==> config.mk <==
export PLATFORM = sky130hd
export DESIGN_NAME = pcmf_top
export DESIGN_NICKNAME = d
export VERILOG_FILES = /design/src/pcmf_corr.v /design/src/pcmf_top.v
export VERILOG_INCLUDE_DIRS = /design/src /design/src/src
export SDC_FILE = /design/constraint.sdc
export NUM_CORES = 1
export LEC_CHECK = 0
export ABC_AREA = 1
export BUFFER_PORTS_ARGS = -buffer_cell sky130_fd_sc_hd__buf_2
export CAP_MARGIN = 40
export CORE_MARGIN = 2
export CORE_UTILIZATION = 70
export CTS_BUF_LIST = sky130_fd_sc_hd__clkbuf_4
export CTS_CLUSTER_DIAMETER = 200
export DETAILED_ROUTE_END_ITERATION = 16
export PLACE_DENSITY = 0.91
export SYNTH_ARGS = -nofsm -noshare
export SYNTH_HDL_FRONTEND = slang
export SYNTH_SLANG_ARGS = --single-unit
==> constraint.sdc <==
create_clock -name CLOCK_I -period 18.1 [get_ports CLOCK_I]
set_clock_uncertainty 0.2 [all_clocks]
set_input_delay 0.905 -clock CLOCK_I [delete_from_list [all_inputs] [get_ports CLOCK_I]]
set_output_delay 0.905 -clock CLOCK_I [all_outputs]
set_load 0.05 [all_outputs]
==> src/pcmf_consts.vh <==
// Register map, field positions and reset values of the PCM framer block
`ifndef PCMF_CONSTS_VH
`define PCMF_CONSTS_VH
// Register byte addresses
`define PCMF_A_CTRL 8'h00
`define PCMF_A_FRAME 8'h04
`define PCMF_A_SYNCLEN 8'h08
`define PCMF_A_PATLO 8'h0c
`define PCMF_A_PATHI 8'h10
`define PCMF_A_CORR 8'h14
`define PCMF_A_GDIV 8'h18
`define PCMF_A_STAT 8'h1c
`define PCMF_A_ISTAT 8'h20
`define PCMF_A_ICLR 8'h24
`define PCMF_A_IEN 8'h28
// Control bit positions
`define PCMF_C_GEN_EN 0
`define PCMF_C_GEN_PAT 1
`define PCMF_C_GEN_SUBFRAME_COUNTER 2
`define PCMF_C_RX_EN 3
`define PCMF_C_RX_SUBFRAME_COUNTER 4
`define PCMF_C_RX_STRIP 5
`define PCMF_C_LOCK_SEL 6
`define PCMF_C_SDET_SEL 7
// Field least significant bits
`define PCMF_F_LEN_LSB 0
`define PCMF_F_MAJ_LSB 16
`define PCMF_F_WL_LSB 24
`define PCMF_K_THR_LSB 0
`define PCMF_K_WIN_LSB 8
`define PCMF_K_LOCK_LSB 16
`define PCMF_K_LOSS_LSB 24
// Interrupt bit positions
`define PCMF_I_LOCK 0
`define PCMF_I_LOSS 1
`define PCMF_I_SFERR 2
`define PCMF_I_MAJOR 3
// Writable bit masks
`define PCMF_M_CTRL 32'h000000ff
`define PCMF_M_FRAME 32'h0fff3fff
`define PCMF_M_SYNCLEN 32'h0000003f
`define PCMF_M_PATHI 32'h00000001
`define PCMF_M_CORR 32'h0f0f3f3f
`define PCMF_M_GDIV 32'h0000ffff
`define PCMF_M_IRQ 32'h0000000f
// Reset values
`define PCMF_R_CTRL 32'h00000000
`define PCMF_R_FRAME 32'h0f0301ff
`define PCMF_R_SYNCLEN 32'h00000018
`define PCMF_R_PATLO 32'h00fe6b28
`define PCMF_R_PATHI 32'h00000000
`define PCMF_R_CORR 32'h02020116
`define PCMF_R_GDIV 32'h00000003
// Sync word length bounds and pattern generator seed
`define PCMF_SYNC_MIN 6'h10
`define PCMF_SYNC_MAX 6'h21
`define PCMF_PRBS_SEED 15'h7fff
`endif

==> src/pcmf_corr.v <==
// Sync word correlator: counts matching bits over the programmed length
`timescale 1ns/1ps
module pcmf_corr (
	input wire [32:0] win_i,
	input wire [32:0] pat_i,
	input wire [5:0] len_i,
	output reg [5:0] cnt_o
);
	wire [32:0] match;
	integer i;

	// Per-bit agreement, masked to the active sync length
	genvar g;
	generate
		for (g = 0; g < 33; g = g + 1) begin : g_bit
			assign match[g] = (g < len_i) & ~(win_i[g] ^ pat_i[g]);
		end
	endgenerate

	// Population count of agreeing bits
	always @* begin
		cnt_o = 6'h00;
		for (i = 0; i < 33; i = i + 1) begin
			cnt_o = cnt_o + {5'h00, match[i]};
		end
	end
endmodule

==> src/pcmf_top.v <==
// PCM minor frame generator and recogniser with Wishbone registers
//
// Functional notes
// - Major frame holds 1 to 256 minor frames of one fixed length.
// - Minor frame length up to 16384 bits including sync word.
// - Sync word length 16 to 33 bits with programmable pattern.
// - Generator inserts subframe counter after sync, counting 1..Z then 1.
// - Payload bits come unaligned from external input or pattern source.
// - Subframe counter check is optional and reads word one only.
// - Window sets bits early or late a sync may still be accepted.
// - Threshold sets the sync bit match count that must be exceeded to detect.
// - Search slides every bit, detecting when matches exceed threshold.
// - Check declares lock after lock-count consecutive valid syncs.
// - Lock holds until loss-count consecutive invalid syncs occur.
// - While locked, read the counter from the word after sync.
// - Counter valid if previous plus one, or 1 after Z.
// - Counter validation only while frame lock is held.
// - Optionally strip sync word and counter word from output stream.
// - Lock and counter-valid status selectable on two discrete outputs.
//
// Local design decisions: register access over Wishbone and the register offsets.
`timescale 1ns/1ps
`include "pcmf_consts.vh"
module pcmf_top (
	input wire CLOCK_I,
	input wire RST_N_I,
	input wire WB_CYC_I,
	input wire WB_STB_I,
	input wire WB_WE_I,
	input wire [7:0] WB_ADR_I,
	input wire [3:0] WB_SEL_I,
	input wire [31:0] WB_DAT_I,
	output reg [31:0] WB_DAT_O,
	output reg WB_ACK_O,
	input wire GEN_EXT_BIT_I,
	output wire GEN_EXT_REQ_O,
	output reg GEN_BIT_O,
	output reg GEN_BIT_EN_O,
	input wire RX_BIT_I,
	input wire RX_BIT_EN_I,
	output reg RX_DATA_O,
	output reg RX_DATA_EN_O,
	output reg LOCK_INDICATOR_OUT_O,
	output reg SYNC_DETECT_O,
	output reg IRQ_O
);
	localparam ST_SEARCH = 2'b00;
	localparam ST_CHECK = 2'b01;
	localparam ST_LOCK = 2'b10;

	reg [31:0] ctrl_r, frame_r, synclen_r, patlo_r, pathi_r, corr_r, gdiv_r;
	reg [31:0] istat_r, ien_r;
	reg [31:0] rd_data;
	reg [15:0] g_div_r;
	reg [13:0] g_pos_r;
	reg [8:0] g_subframe_counter_r;
	reg [14:0] g_prbs_r;
	reg [33:0] sh_r;
	reg [1:0] st_r, st_nxt;
	reg [14:0] bcnt_r, bcnt_nxt;
	reg [3:0] hit_r, hit_nxt, miss_r, miss_nxt;
	reg ev_lock, ev_loss;
	reg [15:0] sf_sh_r, sf_prev_r;
	reg sf_seen_r, sf_ok_r;
	reg g_bit;

	// Write data merge by byte lanes
	function [31:0] wmerge;
		input [31:0] old;
		input [31:0] nw;
		input [3:0] sel;
		integer k;
		begin
			wmerge = old;
			for (k = 0; k < 4; k = k + 1) begin
				if (sel[k]) begin
					wmerge[k*8 +: 8] = nw[k*8 +: 8];
				end
			end
		end
	endfunction

	// Configuration fields
	wire gen_en = ctrl_r[`PCMF_C_GEN_EN];
	wire gen_pat = ctrl_r[`PCMF_C_GEN_PAT];
	wire gen_subframe_counter = ctrl_r[`PCMF_C_GEN_SUBFRAME_COUNTER];
	wire rx_en = ctrl_r[`PCMF_C_RX_EN];
	wire rx_subframe_counter = ctrl_r[`PCMF_C_RX_SUBFRAME_COUNTER];
	wire rx_strip = ctrl_r[`PCMF_C_RX_STRIP];
	wire [13:0] flen_m1 = frame_r[`PCMF_F_LEN_LSB +: 14];
	wire [7:0] major_m1 = frame_r[`PCMF_F_MAJ_LSB +: 8];
	wire [8:0] major_z = {1'b0, major_m1} + 9'h001;
	wire [4:0] wl = {1'b0, frame_r[`PCMF_F_WL_LSB +: 4]} + 5'h01;
	wire [5:0] thr = corr_r[`PCMF_K_THR_LSB +: 6];
	wire [5:0] win = corr_r[`PCMF_K_WIN_LSB +: 6];
	wire [3:0] lock_thr = corr_r[`PCMF_K_LOCK_LSB +: 4];
	wire [3:0] loss_thr = corr_r[`PCMF_K_LOSS_LSB +: 4];
	wire [5:0] slen_raw = synclen_r[5:0];
	// Sync length held inside its legal span
	wire [5:0] slen = (slen_raw < `PCMF_SYNC_MIN) ? `PCMF_SYNC_MIN :
		(slen_raw > `PCMF_SYNC_MAX) ? `PCMF_SYNC_MAX : slen_raw;
	wire [32:0] pattern = {pathi_r[0], patlo_r};

	// Wishbone classic slave, one wait state
	wire wb_req = WB_CYC_I & WB_STB_I & ~WB_ACK_O;
	wire wb_wr = wb_req & WB_WE_I;
	wire [31:0] iclr = (wb_wr && WB_ADR_I == `PCMF_A_ICLR) ?
		wmerge(32'h00000000, WB_DAT_I, WB_SEL_I) : 32'h00000000;

	// Read multiplexer, unmapped addresses read zero
	always @* begin
		case (WB_ADR_I)
			`PCMF_A_CTRL: rd_data = ctrl_r;
			`PCMF_A_FRAME: rd_data = frame_r;
			`PCMF_A_SYNCLEN: rd_data = synclen_r;
			`PCMF_A_PATLO: rd_data = patlo_r;
			`PCMF_A_PATHI: rd_data = pathi_r;
			`PCMF_A_CORR: rd_data = corr_r;
			`PCMF_A_GDIV: rd_data = gdiv_r;
			`PCMF_A_STAT: rd_data = {7'h00, sf_prev_r[8:0], 12'h000, sf_ok_r,
				st_r == ST_LOCK, st_r};
			`PCMF_A_ISTAT: rd_data = istat_r;
			`PCMF_A_IEN: rd_data = ien_r;
			default: rd_data = 32'h00000000;
		endcase
	end

	// Bus answer and register writes
	always @(posedge CLOCK_I or negedge RST_N_I) begin
		if (!RST_N_I) begin
			WB_ACK_O <= 1'b0;
			WB_DAT_O <= 32'h00000000;
			ctrl_r <= `PCMF_R_CTRL;
			frame_r <= `PCMF_R_FRAME;
			synclen_r <= `PCMF_R_SYNCLEN;
			patlo_r <= `PCMF_R_PATLO;
			pathi_r <= `PCMF_R_PATHI;
			corr_r <= `PCMF_R_CORR;
			gdiv_r <= `PCMF_R_GDIV;
			ien_r <= 32'h00000000;
		end else begin
			WB_ACK_O <= wb_req;
			if (wb_req && !WB_WE_I) begin
				WB_DAT_O <= rd_data;
			end
			if (wb_wr) begin
				case (WB_ADR_I)
					`PCMF_A_CTRL: ctrl_r <= wmerge(ctrl_r, WB_DAT_I,
						WB_SEL_I) & `PCMF_M_CTRL;
					`PCMF_A_FRAME: frame_r <= wmerge(frame_r, WB_DAT_I,
						WB_SEL_I) & `PCMF_M_FRAME;
					`PCMF_A_SYNCLEN: synclen_r <= wmerge(synclen_r, WB_DAT_I,
						WB_SEL_I) & `PCMF_M_SYNCLEN;
					`PCMF_A_PATLO: patlo_r <= wmerge(patlo_r, WB_DAT_I,
						WB_SEL_I);
					`PCMF_A_PATHI: pathi_r <= wmerge(pathi_r, WB_DAT_I,
						WB_SEL_I) & `PCMF_M_PATHI;
					`PCMF_A_CORR: corr_r <= wmerge(corr_r, WB_DAT_I,
						WB_SEL_I) & `PCMF_M_CORR;
					`PCMF_A_GDIV: gdiv_r <= wmerge(gdiv_r, WB_DAT_I,
						WB_SEL_I) & `PCMF_M_GDIV;
					`PCMF_A_IEN: ien_r <= wmerge(ien_r, WB_DAT_I,
						WB_SEL_I) & `PCMF_M_IRQ;
					default: ctrl_r <= ctrl_r;
				endcase
			end
		end
	end

	// Generator bit source selection
	wire g_tick = gen_en & (g_div_r == gdiv_r[15:0]);
	wire [13:0] g_slen = {8'h00, slen};
	wire g_in_sync = g_pos_r < g_slen;
	wire g_in_subframe_counter = gen_subframe_counter & ~g_in_sync &
		(g_pos_r < g_slen + {9'h000, wl});
	wire [13:0] g_off = g_pos_r - g_slen;
	wire [5:0] g_sidx = slen - 6'h01 - g_pos_r[5:0];
	wire [3:0] g_fidx = wl[3:0] - 4'h1 - g_off[3:0];
	wire [15:0] g_sword = {7'h00, g_subframe_counter_r};
	wire g_payload = ~g_in_sync & ~g_in_subframe_counter;
	wire g_prbs_bit = g_prbs_r[14] ^ g_prbs_r[13];
	wire g_end = g_pos_r == flen_m1;
	assign GEN_EXT_REQ_O = g_tick & g_payload & ~gen_pat;

	always @* begin
		if (g_in_sync) begin
			g_bit = pattern[g_sidx];
		end else if (g_in_subframe_counter) begin
			g_bit = g_sword[g_fidx];
		end else begin
			g_bit = gen_pat ? g_prbs_bit : GEN_EXT_BIT_I;
		end
	end

	// Generator bit timing, position and subframe counter
	always @(posedge CLOCK_I or negedge RST_N_I) begin
		if (!RST_N_I) begin
			g_div_r <= 16'h0000;
			g_pos_r <= 14'h0000;
			g_subframe_counter_r <= 9'h001;
			g_prbs_r <= `PCMF_PRBS_SEED;
			GEN_BIT_O <= 1'b0;
			GEN_BIT_EN_O <= 1'b0;
		end else if (!gen_en) begin
			g_div_r <= 16'h0000;
			g_pos_r <= 14'h0000;
			g_subframe_counter_r <= 9'h001;
			GEN_BIT_EN_O <= 1'b0;
		end else begin
			g_div_r <= g_tick ? 16'h0000 : g_div_r + 16'h0001;
			GEN_BIT_EN_O <= g_tick;
			if (g_tick) begin
				GEN_BIT_O <= g_bit;
				g_pos_r <= g_end ? 14'h0000 : g_pos_r + 14'h0001;
				if (g_end) begin
					g_subframe_counter_r <= (g_subframe_counter_r >= major_z) ? 9'h001 :
						g_subframe_counter_r + 9'h001;
				end
				if (g_payload && gen_pat) begin
					g_prbs_r <= {g_prbs_r[13:0], g_prbs_bit};
				end
			end
		end
	end

	// Receive window including the arriving bit
	wire [33:0] sh_nxt = {sh_r[32:0], RX_BIT_I};
	wire [5:0] match_cnt;
	wire rx_tick = rx_en & RX_BIT_EN_I;

	pcmf_corr u_corr (
		.win_i(sh_nxt[32:0]),
		.pat_i(pattern),
		.len_i(slen),
		.cnt_o(match_cnt)
	);

	wire det = match_cnt > thr;
	wire [14:0] exp_pos = {1'b0, flen_m1};
	wire [14:0] win_ext = {9'h000, win};
	wire [14:0] lo = (win_ext > exp_pos) ? 15'h0000 : exp_pos - win_ext;
	wire [14:0] hi = exp_pos + win_ext;
	wire in_win = (bcnt_r >= lo) && (bcnt_r <= hi);
	wire at_late = bcnt_r == hi;

	// Frame synchroniser next state
	always @* begin
		st_nxt = st_r;
		bcnt_nxt = bcnt_r + 15'h0001;
		hit_nxt = hit_r;
		miss_nxt = miss_r;
		ev_lock = 1'b0;
		ev_loss = 1'b0;
		case (st_r)
			ST_SEARCH: begin
				if (det) begin
					st_nxt = ST_CHECK;
					bcnt_nxt = 15'h0000;
					hit_nxt = 4'h0;
					miss_nxt = 4'h0;
				end
			end
			ST_CHECK: begin
				if (in_win && det) begin
					bcnt_nxt = 15'h0000;
					if ({1'b0, hit_r} + 5'h01 >= {1'b0, lock_thr}) begin
						st_nxt = ST_LOCK;
						hit_nxt = 4'h0;
						ev_lock = 1'b1;
					end else begin
						hit_nxt = hit_r + 4'h1;
					end
				end else if (at_late) begin
					st_nxt = ST_SEARCH;
					hit_nxt = 4'h0;
					miss_nxt = 4'h0;
				end
			end
			ST_LOCK: begin
				if (in_win && det) begin
					bcnt_nxt = 15'h0000;
					miss_nxt = 4'h0;
				end else if (at_late) begin
					bcnt_nxt = win_ext;
					if ({1'b0, miss_r} + 5'h01 >= {1'b0, loss_thr}) begin
						st_nxt = ST_SEARCH;
						miss_nxt = 4'h0;
						hit_nxt = 4'h0;
						ev_loss = 1'b1;
					end else begin
						miss_nxt = miss_r + 4'h1;
					end
				end
			end
			default: st_nxt = ST_SEARCH;
		endcase
	end

	// Subframe counter word as received
	wire [15:0] sf_word = {sf_sh_r[14:0], RX_BIT_I};
	wire [15:0] sf_mask = ~(16'hffff << wl);
	wire [15:0] sf_val = sf_word & sf_mask;
	wire sf_at = (st_r == ST_LOCK) && (st_nxt == ST_LOCK) && rx_subframe_counter &&
		(bcnt_nxt == {10'h000, wl});
	wire sf_good = (sf_val == sf_prev_r + 16'h0001) ||
		(sf_val == 16'h0001 && sf_prev_r == {7'h00, major_z});
	wire ev_sferr = rx_tick & sf_at & sf_seen_r & ~sf_good;
	wire [14:0] strip_end = {9'h000, slen} +
		(rx_subframe_counter ? {10'h000, wl} : 15'h0000);
	wire strip_now = rx_strip && st_r == ST_LOCK && bcnt_nxt != 15'h0000 &&
		bcnt_nxt <= strip_end;

	// Receive path, synchroniser state and counter check
	always @(posedge CLOCK_I or negedge RST_N_I) begin
		if (!RST_N_I) begin
			sh_r <= 34'h000000000;
			st_r <= ST_SEARCH;
			bcnt_r <= 15'h0000;
			hit_r <= 4'h0;
			miss_r <= 4'h0;
			sf_sh_r <= 16'h0000;
			sf_prev_r <= 16'h0000;
			sf_seen_r <= 1'b0;
			sf_ok_r <= 1'b0;
			RX_DATA_O <= 1'b0;
			RX_DATA_EN_O <= 1'b0;
		end else if (!rx_en) begin
			st_r <= ST_SEARCH;
			hit_r <= 4'h0;
			miss_r <= 4'h0;
			sf_seen_r <= 1'b0;
			sf_ok_r <= 1'b0;
			RX_DATA_EN_O <= 1'b0;
		end else begin
			RX_DATA_EN_O <= 1'b0;
			if (RX_BIT_EN_I) begin
				sh_r <= sh_nxt;
				st_r <= st_nxt;
				bcnt_r <= bcnt_nxt;
				hit_r <= hit_nxt;
				miss_r <= miss_nxt;
				sf_sh_r <= sf_word;
				RX_DATA_O <= sh_nxt[slen];
				RX_DATA_EN_O <= ~strip_now;
				if (st_nxt != ST_LOCK) begin
					sf_seen_r <= 1'b0;
					sf_ok_r <= 1'b0;
				end else if (sf_at) begin
					sf_prev_r <= sf_val;
					sf_seen_r <= 1'b1;
					if (sf_seen_r) begin
						sf_ok_r <= sf_good;
					end
				end
			end
		end
	end

	// Discrete status outputs with selectable source
	always @(posedge CLOCK_I or negedge RST_N_I) begin
		if (!RST_N_I) begin
			LOCK_INDICATOR_OUT_O <= 1'b0;
			SYNC_DETECT_O <= 1'b0;
		end else begin
			LOCK_INDICATOR_OUT_O <= ctrl_r[`PCMF_C_LOCK_SEL] ? sf_ok_r :
				(st_r == ST_LOCK);
			SYNC_DETECT_O <= ctrl_r[`PCMF_C_SDET_SEL] ? sf_ok_r :
				(st_r == ST_LOCK);
		end
	end

	// Sticky event flags, set wins over clear
	wire [31:0] ev_vec = {28'h0000000, g_tick & g_end & (g_subframe_counter_r >= major_z),
		ev_sferr, rx_tick & ev_loss, rx_tick & ev_lock};

	always @(posedge CLOCK_I or negedge RST_N_I) begin
		if (!RST_N_I) begin
			istat_r <= 32'h00000000;
			IRQ_O <= 1'b0;
		end else begin
			istat_r <= ((istat_r & ~iclr) | ev_vec) & `PCMF_M_IRQ;
			IRQ_O <= |(istat_r & ien_r);
		end
	end
endmodule

After elaboration in Yosys (flattened, before gate mapping)
Cells that the tools add are included.
W data, S select, Z words.
- equality and inequality tests: 35
- reduce and logical (&&, ||, !) cells: 45
- $add $sub $neg: 52
- shift-type cells: 1
- muxes and demuxes: 78
- $lt $le $gt $ge: 48
- bitwise gates (word level): 130
- operators by type and width (cell ; number):
    $pmux W32 S10 ; 1
    $add A6 B1 Y6 ; 31
    $lt A5 B6 Y1 const A ; 16
    $mux W15 ; 5
    $mux W4 ; 17
    $reduce_and A3 Y1 ; 20
    $and A1 B1 Y1 ; 50
    $lt A4 B6 Y1 const A ; 8
    $pmux W15 S3 ; 1
    $mux W14 ; 3
    $not A1 Y1 ; 40
    $mux W9 ; 4
    $xor A1 B1 Y1 ; 34
    $add A16 B1 Y16 const B ; 2
    $eq A16 B16 Y1 ; 2
    $eq A8 B5 Y1 const B ; 4
    $mux W16 ; 2
    $reduce_or A32 Y1 ; 1
    $mux W1 ; 27
    $eq A8 B6 Y1 const B ; 3
    $lt A3 B6 Y1 const A ; 4
    $pmux W4 S3 ; 2
    $mux W2 ; 9
    $and A16 B16 Y16 ; 1
    other kinds (67) ; 102
- input port bits: 52
- output and inout port bits: 41
- logic and storage cells: 430
- bits in registers: 302

Logic depth before layout (Yosys ltp)
- word-level depth: 49
- gate-level depth with buffers: 51
- depth with buffers taken out: 51

Hierarchy
Synthesis repeated with hierarchy kept, for this count alone.
- cells, all modules: 2575
- area total of the unflattened synthesis: 19829.0 sq um
- modules (own cells, without submodules) (module ; cells each ; sequential area each (sq um) ; times used ; area an instance (sq um)):
    pcmf_top ; 2352 ; 7250.7 ; 1 ; 18286.3
    pcmf_corr ; 223 ; 0.0 ; 1 ; 1542.7

Worst setup path before layout
OpenSTA, ideal clock, no wires.
- path kind: register to register
- from: register synclen_r[4]
- to: register RX_DATA_EN_O
- data required time: 17.768 ns
- setup time: 0.132 ns
- data arrival time: 8.757 ns
- period minus slack after synthesis: 9.089 ns
- setup slack: 9.011 ns
- cell stages (with the launch flop): 45
- path buffers: 0
- cells stage by stage: dfstp_2 inv_1 nor3_1 inv_1 nor2_1 o21ai_0 fa_1 fa_1 inv_1 fa_1 inv_1 fa_1 fa_1 fa_1 inv_1 ha_1 inv_1 fa_1 [9 not listed] nand3_4 nand3_1 nand4_1 nand2_1 inv_1 ha_1 a21oi_1 o21ai_0 a21o_1 a21oi_1 nor2_1 o21a_1 o32ai_1 nand3_1 nor2_1 nand3_1 nor2_1 nor2_1
- word-level cells in the longest chain between the ends: 47
- elaborated cells on any way between the ends: 116
- classes of those cells: 33 x add/sub; 37 x order compare; 8 x mux; 34 x bitwise; 4 x reduce/logical
- ends and longest elaborated chain (element ; line ; text):
    from (decl) ; pcmf_top.v:51 ; reg [31:0] ctrl_r, frame_r, synclen_r, patlo_r, pathi_r, corr_r, gdiv_r;
    from (signal assigned) ; pcmf_top.v:135 ; synclen_r <= `PCMF_R_SYNCLEN;
    from (signal assigned) ; pcmf_top.v:152 ; `PCMF_A_SYNCLEN: synclen_r <= wmerge(synclen_r, WB_DAT_I,
    $gt A6 B6 Y1 (no line) ; -- ;
    $mux W6 ; pcmf_top.v:101 ; (slen_raw > `PCMF_SYNC_MAX) ? `PCMF_SYNC_MAX : slen_raw;
    $mux W6 * ; pcmf_top.v:100 ; wire [5:0] slen = (slen_raw < `PCMF_SYNC_MIN) ? `PCMF_SYNC_MIN :
    $lt A1 B6 Y1 ; pcmf_corr.v:16 ; assign match[g] = (g < len_i) & ~(win_i[g] ^ pat_i[g]);
    $and A1 B1 Y1 ; pcmf_corr.v:16 ;
    $add A1 B1 Y2 ; pcmf_corr.v:24 ; cnt_o = cnt_o + {5'h00, match[i]};
    $add A6 B1 Y6 (30 in series) ; pcmf_corr.v:24 ;
    $add A6 B1 Y6 * ; pcmf_corr.v:24 ;
    [2 not listed] ; -- ;
    $mux W15, on equally long branches ; pcmf_top.v:280, pcmf_top.v:264 ;
    $pmux W15 S3 * ; pcmf_top.v:254 ; case (st_r)
    via bcnt_nxt[2] ; pcmf_top.v:60 ; reg [14:0] bcnt_r, bcnt_nxt;
    parallel branches: the longest is 2 deep, another holds $le A15 B7 Y1 ; -- ;
    $logic_and A1 B1 Y1 * ; pcmf_top.v:310 ; wire strip_now = rx_strip && st_r == ST_LOCK && bcnt_nxt != 15'h0000 &&
    $not A1 Y1 * ; pcmf_top.v:344 ; RX_DATA_EN_O <= ~strip_now;
    $mux W1 * ; pcmf_top.v:336 ; if (RX_BIT_EN_I) begin
    $mux W1 * ; pcmf_top.v:327 ; end else if (!rx_en) begin
    to (signal assigned) ; pcmf_top.v:344 ;
    to (decl) ; pcmf_top.v:42 ; output reg RX_DATA_EN_O,
Mark *: on every way through the listed nets, which the timed path passes.
A chain may end at the register's enable or synchronous reset.

Final worst setup path
- from: register synclen_r[5]
- to: register RX_DATA_EN_O
Same word-level chain as after synthesis.

==> summary.txt <==
Detailed routing
  • Final ANT Viol Nets: 0
  • Metal2 WL: 26,600 um
  • WL final: 59,800 um
  • Vias: 18.8k
  • Vias per cell: 6.01
  • Residual DRC count: 0
  • DRT met1 WL: 23,300 um
  • Routed length on met3: 6570 um
  • Highest metal used: met4
  • TritonRoute pass-1 iters: 9
  • DRT iter0 DRCs: 2,223
  • DR WL/cell: 19.2 um

Yosys
  • Post-Syn Instances: 2,557
  • Mean Syn Cell Area: 7.65 sq um
  • Simple-Gate Fraction of Synth Area: 22.1%
  • Top-area cell type share of the netlist area: 29.7%
  • Adder-Cell Fraction of Synth Area: 10.9%
  • Mux share of post-synthesis cell area: 0.0575%
  • Most frequent cell after synthesis: nand2_1
  • Synth area leader: dfrtp_1
  • Sequential share of the synthesized area: 37.1%
  • Synth unique cells: 61
  • Async SR Flop Fraction: 100%
  • Compound-Gate Fraction of Synth Area: 15.2%
  • EDFF count, synth: 0
  • Most common library cells after synthesis: nand2_1, inv_1, o21ai_0
  • Count of state elements after synthesis: 287
  • XOR/XNOR Fraction of Synth Area: 5.77%
  • Top post-synthesis cells by area: dfrtp_1, nand2_1, ha_1
  • Ys Warns: 0
  • Mapped cell area: 0.0196 sq mm
  • Largest family of logic cells by synthesized area: simple AND/OR/NAND/NOR gates
  • Synthesized Nets: 2,759
  • Synth Flop Type: dfrtp_1

Pwr
  • Leak: 10.3 nW
  • PD cells: 78.1 mW/mm^2
  • Peak VDD IR: 0.0880 mV

Worst setup path
  • CP arrival: 10.69 ns
  • FF-to-FF Start: synclen_r[5]$_DFFE_PN0P_
  • Largest stage delay on the critical path: 0.74 ns
  • CP most frequent cell: fa_1
  • Crit start category: flip-flop
  • Crit. Startpoint: synclen_r[5]$_DFFE_PN0P_
  • Setup CP Type: flip-flop to flip-flop
  • WP data required: 18.49 ns
  • Crit Path Max Fanout: 13
  • Crit-path slowest cell: dfrtp_1
  • Critical Path End Type: flip-flop

Clock network
  • Clock transition at path regs: 0.06 ns
  • Root Buffer: clkbuf_4
  • Clock Path Buffers: 3
  • Clk sinks: 287
  • Number of CTS-inserted buffers: 76
  • Setup Buffers After CTS: 0
  • CTS tree: yes
  • Later-pin clock latency in the skew report: 0.77 ns
  • Cts repair resizes: 0
  • H-tree levels: 3
  • Cts hold-fix bufs: 0

GRT
  • First-pass GRT wire length: 93,700 um
  • Number of global-route vias before repair: 18.1k
  • Total GRT Usage: 41.7%
  • Largest net degree at the start of global routing: 132
  • Initial antenna violation count: 2
  • Grt total ovfl: 0

Floorplan
  • Initial Utilization: 70.8%
  • Core Region: 0.0276 sq mm
  • Full die area: 0.0293 sq mm
  • I/O pin count: 93
  • Die Height: 171 um
  • Placement row count: 61
  • Die X: 171 um

Outcome
  • Status: complete, no violations

Placement
  • DP Worst Slack: 7.99 ns
  • Detailed placer's ending HPWL: 45,500 um
  • IO buf count: 92
  • Global placer's final weighted congestion: 1.01

Timing
  • Final TNS setup: 0 ns
  • Hold WS: 0.0429 ns
  • Final period utilization: 56.9%
  • Slew @ Worst Pin: 0.955 ns
  • Post-route setup slack: 7.79 ns
  • Final Hold Fails: 0
  • Final Max Slew Viols: 0
  • Slew headroom: 36.3%
  • RSZ-0062 raised after global routing: false
  • Final setup vio count: 0
  • Fmax: 97.0 MHz
  • Fin crit period: 10.31 ns

Finish
  • Final net count: 2,881
  • Fill cells: 2,002
  • Multi-input logic area: 0.0106 sq mm
  • Area delta synth->final: 9.41%
  • Core Util, Final: 77.5%
  • Sequential cell area: 0.00725 sq mm
  • Share of cells above drive strength 1: 13.4%

Min path
  • Worst hold path class: primary input to asynchronous set/reset pin

Flow run
  • Max Cap Viol: 0
logic make-up (layout without fill, tap and decap cells):
kind of cell / after synthesis / count (layout)
mux: 1 / 1
xor+xnor: 129 / 129
buf+inv: 457 / 642
flops: 287 / 287
other cells: 0 / 2
fa+ha+maj: 150 / 150
simple gates: 1017 / 1017
compound gates: 516 / 516
layout by cell type, fill, tap and decap left out, types with 16 or more instances in the layout:
cell / Yosys / final
xnor2_1: 30 / 30
a221oi_1: 20 / 20
a21oi_1: 108 / 108
o22ai_1: 32 / 32
nand3_1: 109 / 109
nand4_1: 24 / 24
nand2_2: 23 / 23
ha_1: 116 / 116
dfstp_2: 55 / 55
dfrtp_1: 232 / 232
inv_1: 380 / 380
clkinv_1: 3 / 16
nor3_1: 42 / 42
nor2_1: 176 / 176
nand2_1: 600 / 600
fa_1: 34 / 34
o21ai_0: 267 / 267
buf_2: 0 / 91
o21ai_2: 16 / 17
clkbuf_4: 0 / 118
xor2_1: 99 / 99
report_power, final:
group          switching (mW)  leakage, nW  internal (mW)
Sequential             0.0107         3.69          0.649
Clock                   0.293        0.601          0.301
Combinational           0.265         6.05          0.154
final timing paths:
kind | end | slack [ns] | cells after the start
max in group asynchronous | frame_r[16]$_DFFE_PN1P_ | 16.30 | 3
max reg2reg | RX_DATA_EN_O$_DFF_PN0_ | 7.79 | 45
min | g_div_r[4]$_DFF_PN0_ | 0.04 | 1
min reg2reg | g_prbs_r[3]$_DFFE_PN1P_ | 0.25 | 2
min in group CLOCK_I | patlo_r[20]$_DFFE_PN1P_ | 0.22 | 3
max | RX_DATA_EN_O$_DFF_PN0_ | 7.79 | 45
critical path, delay by kind of cell (launching register included):
kind,cells,cell delay [ns]
flops,1,0.74
simple gates,17,2.47
xor+xnor,1,0.10
compound gates,9,1.36
fa+ha+maj,10,4.12
buf+inv,8,1.13
per-stage QoR:
stage          area [sq um]  instances  total power, mW
6_report              21400       3122             1.67
3_5_place_dp          20400       2979             1.08
3_3_place_gp          20300       2975             1.07
5_1_grt               21400       3122             1.76
4_1_cts               21400       3120             1.67
2_1_floorplan         19600       2557            0.994
layer usage:
metal	GRT usage [%]	vias up
met5	0	-
met4	22.4	0
met3	9.50	238
met2	64.3	1091
met1	55.0	8852
li1	-	8589
sequential cells by signal (all words and copies together), names as in the netlist, 2 cells and up:
| register | count |
|---|---|
| sh_r | 33 |
| WB_DAT_O | 32 |
| patlo_r | 32 |
| frame_r | 26 |
| corr_r | 20 |
| g_div_r | 16 |
| gdiv_r | 16 |
| sf_prev_r | 16 |
| bcnt_r | 15 |
| g_prbs_r | 15 |
| g_pos_r | 14 |
| g_subframe_counter_r | 9 |
| ctrl_r | 8 |
| synclen_r | 6 |
| hit_r | 4 |
| ien_r | 4 |
| istat_r | 4 |
| miss_r | 4 |
| st_r | 2 |
area by class of cell:
type / count / share of cell area, %
multi-input combinational: 1813 / 49.4
sequential: 287 / 33.9
inverter: 394 / 6.91
clock buffer: 118 / 4.14
timing repair buffer: 107 / 2.95
tap: 378 / 2.21
clock inverter: 23 / 0.532
antenna: 2 / 0.0234
Power figures use the tool's default switching activity.
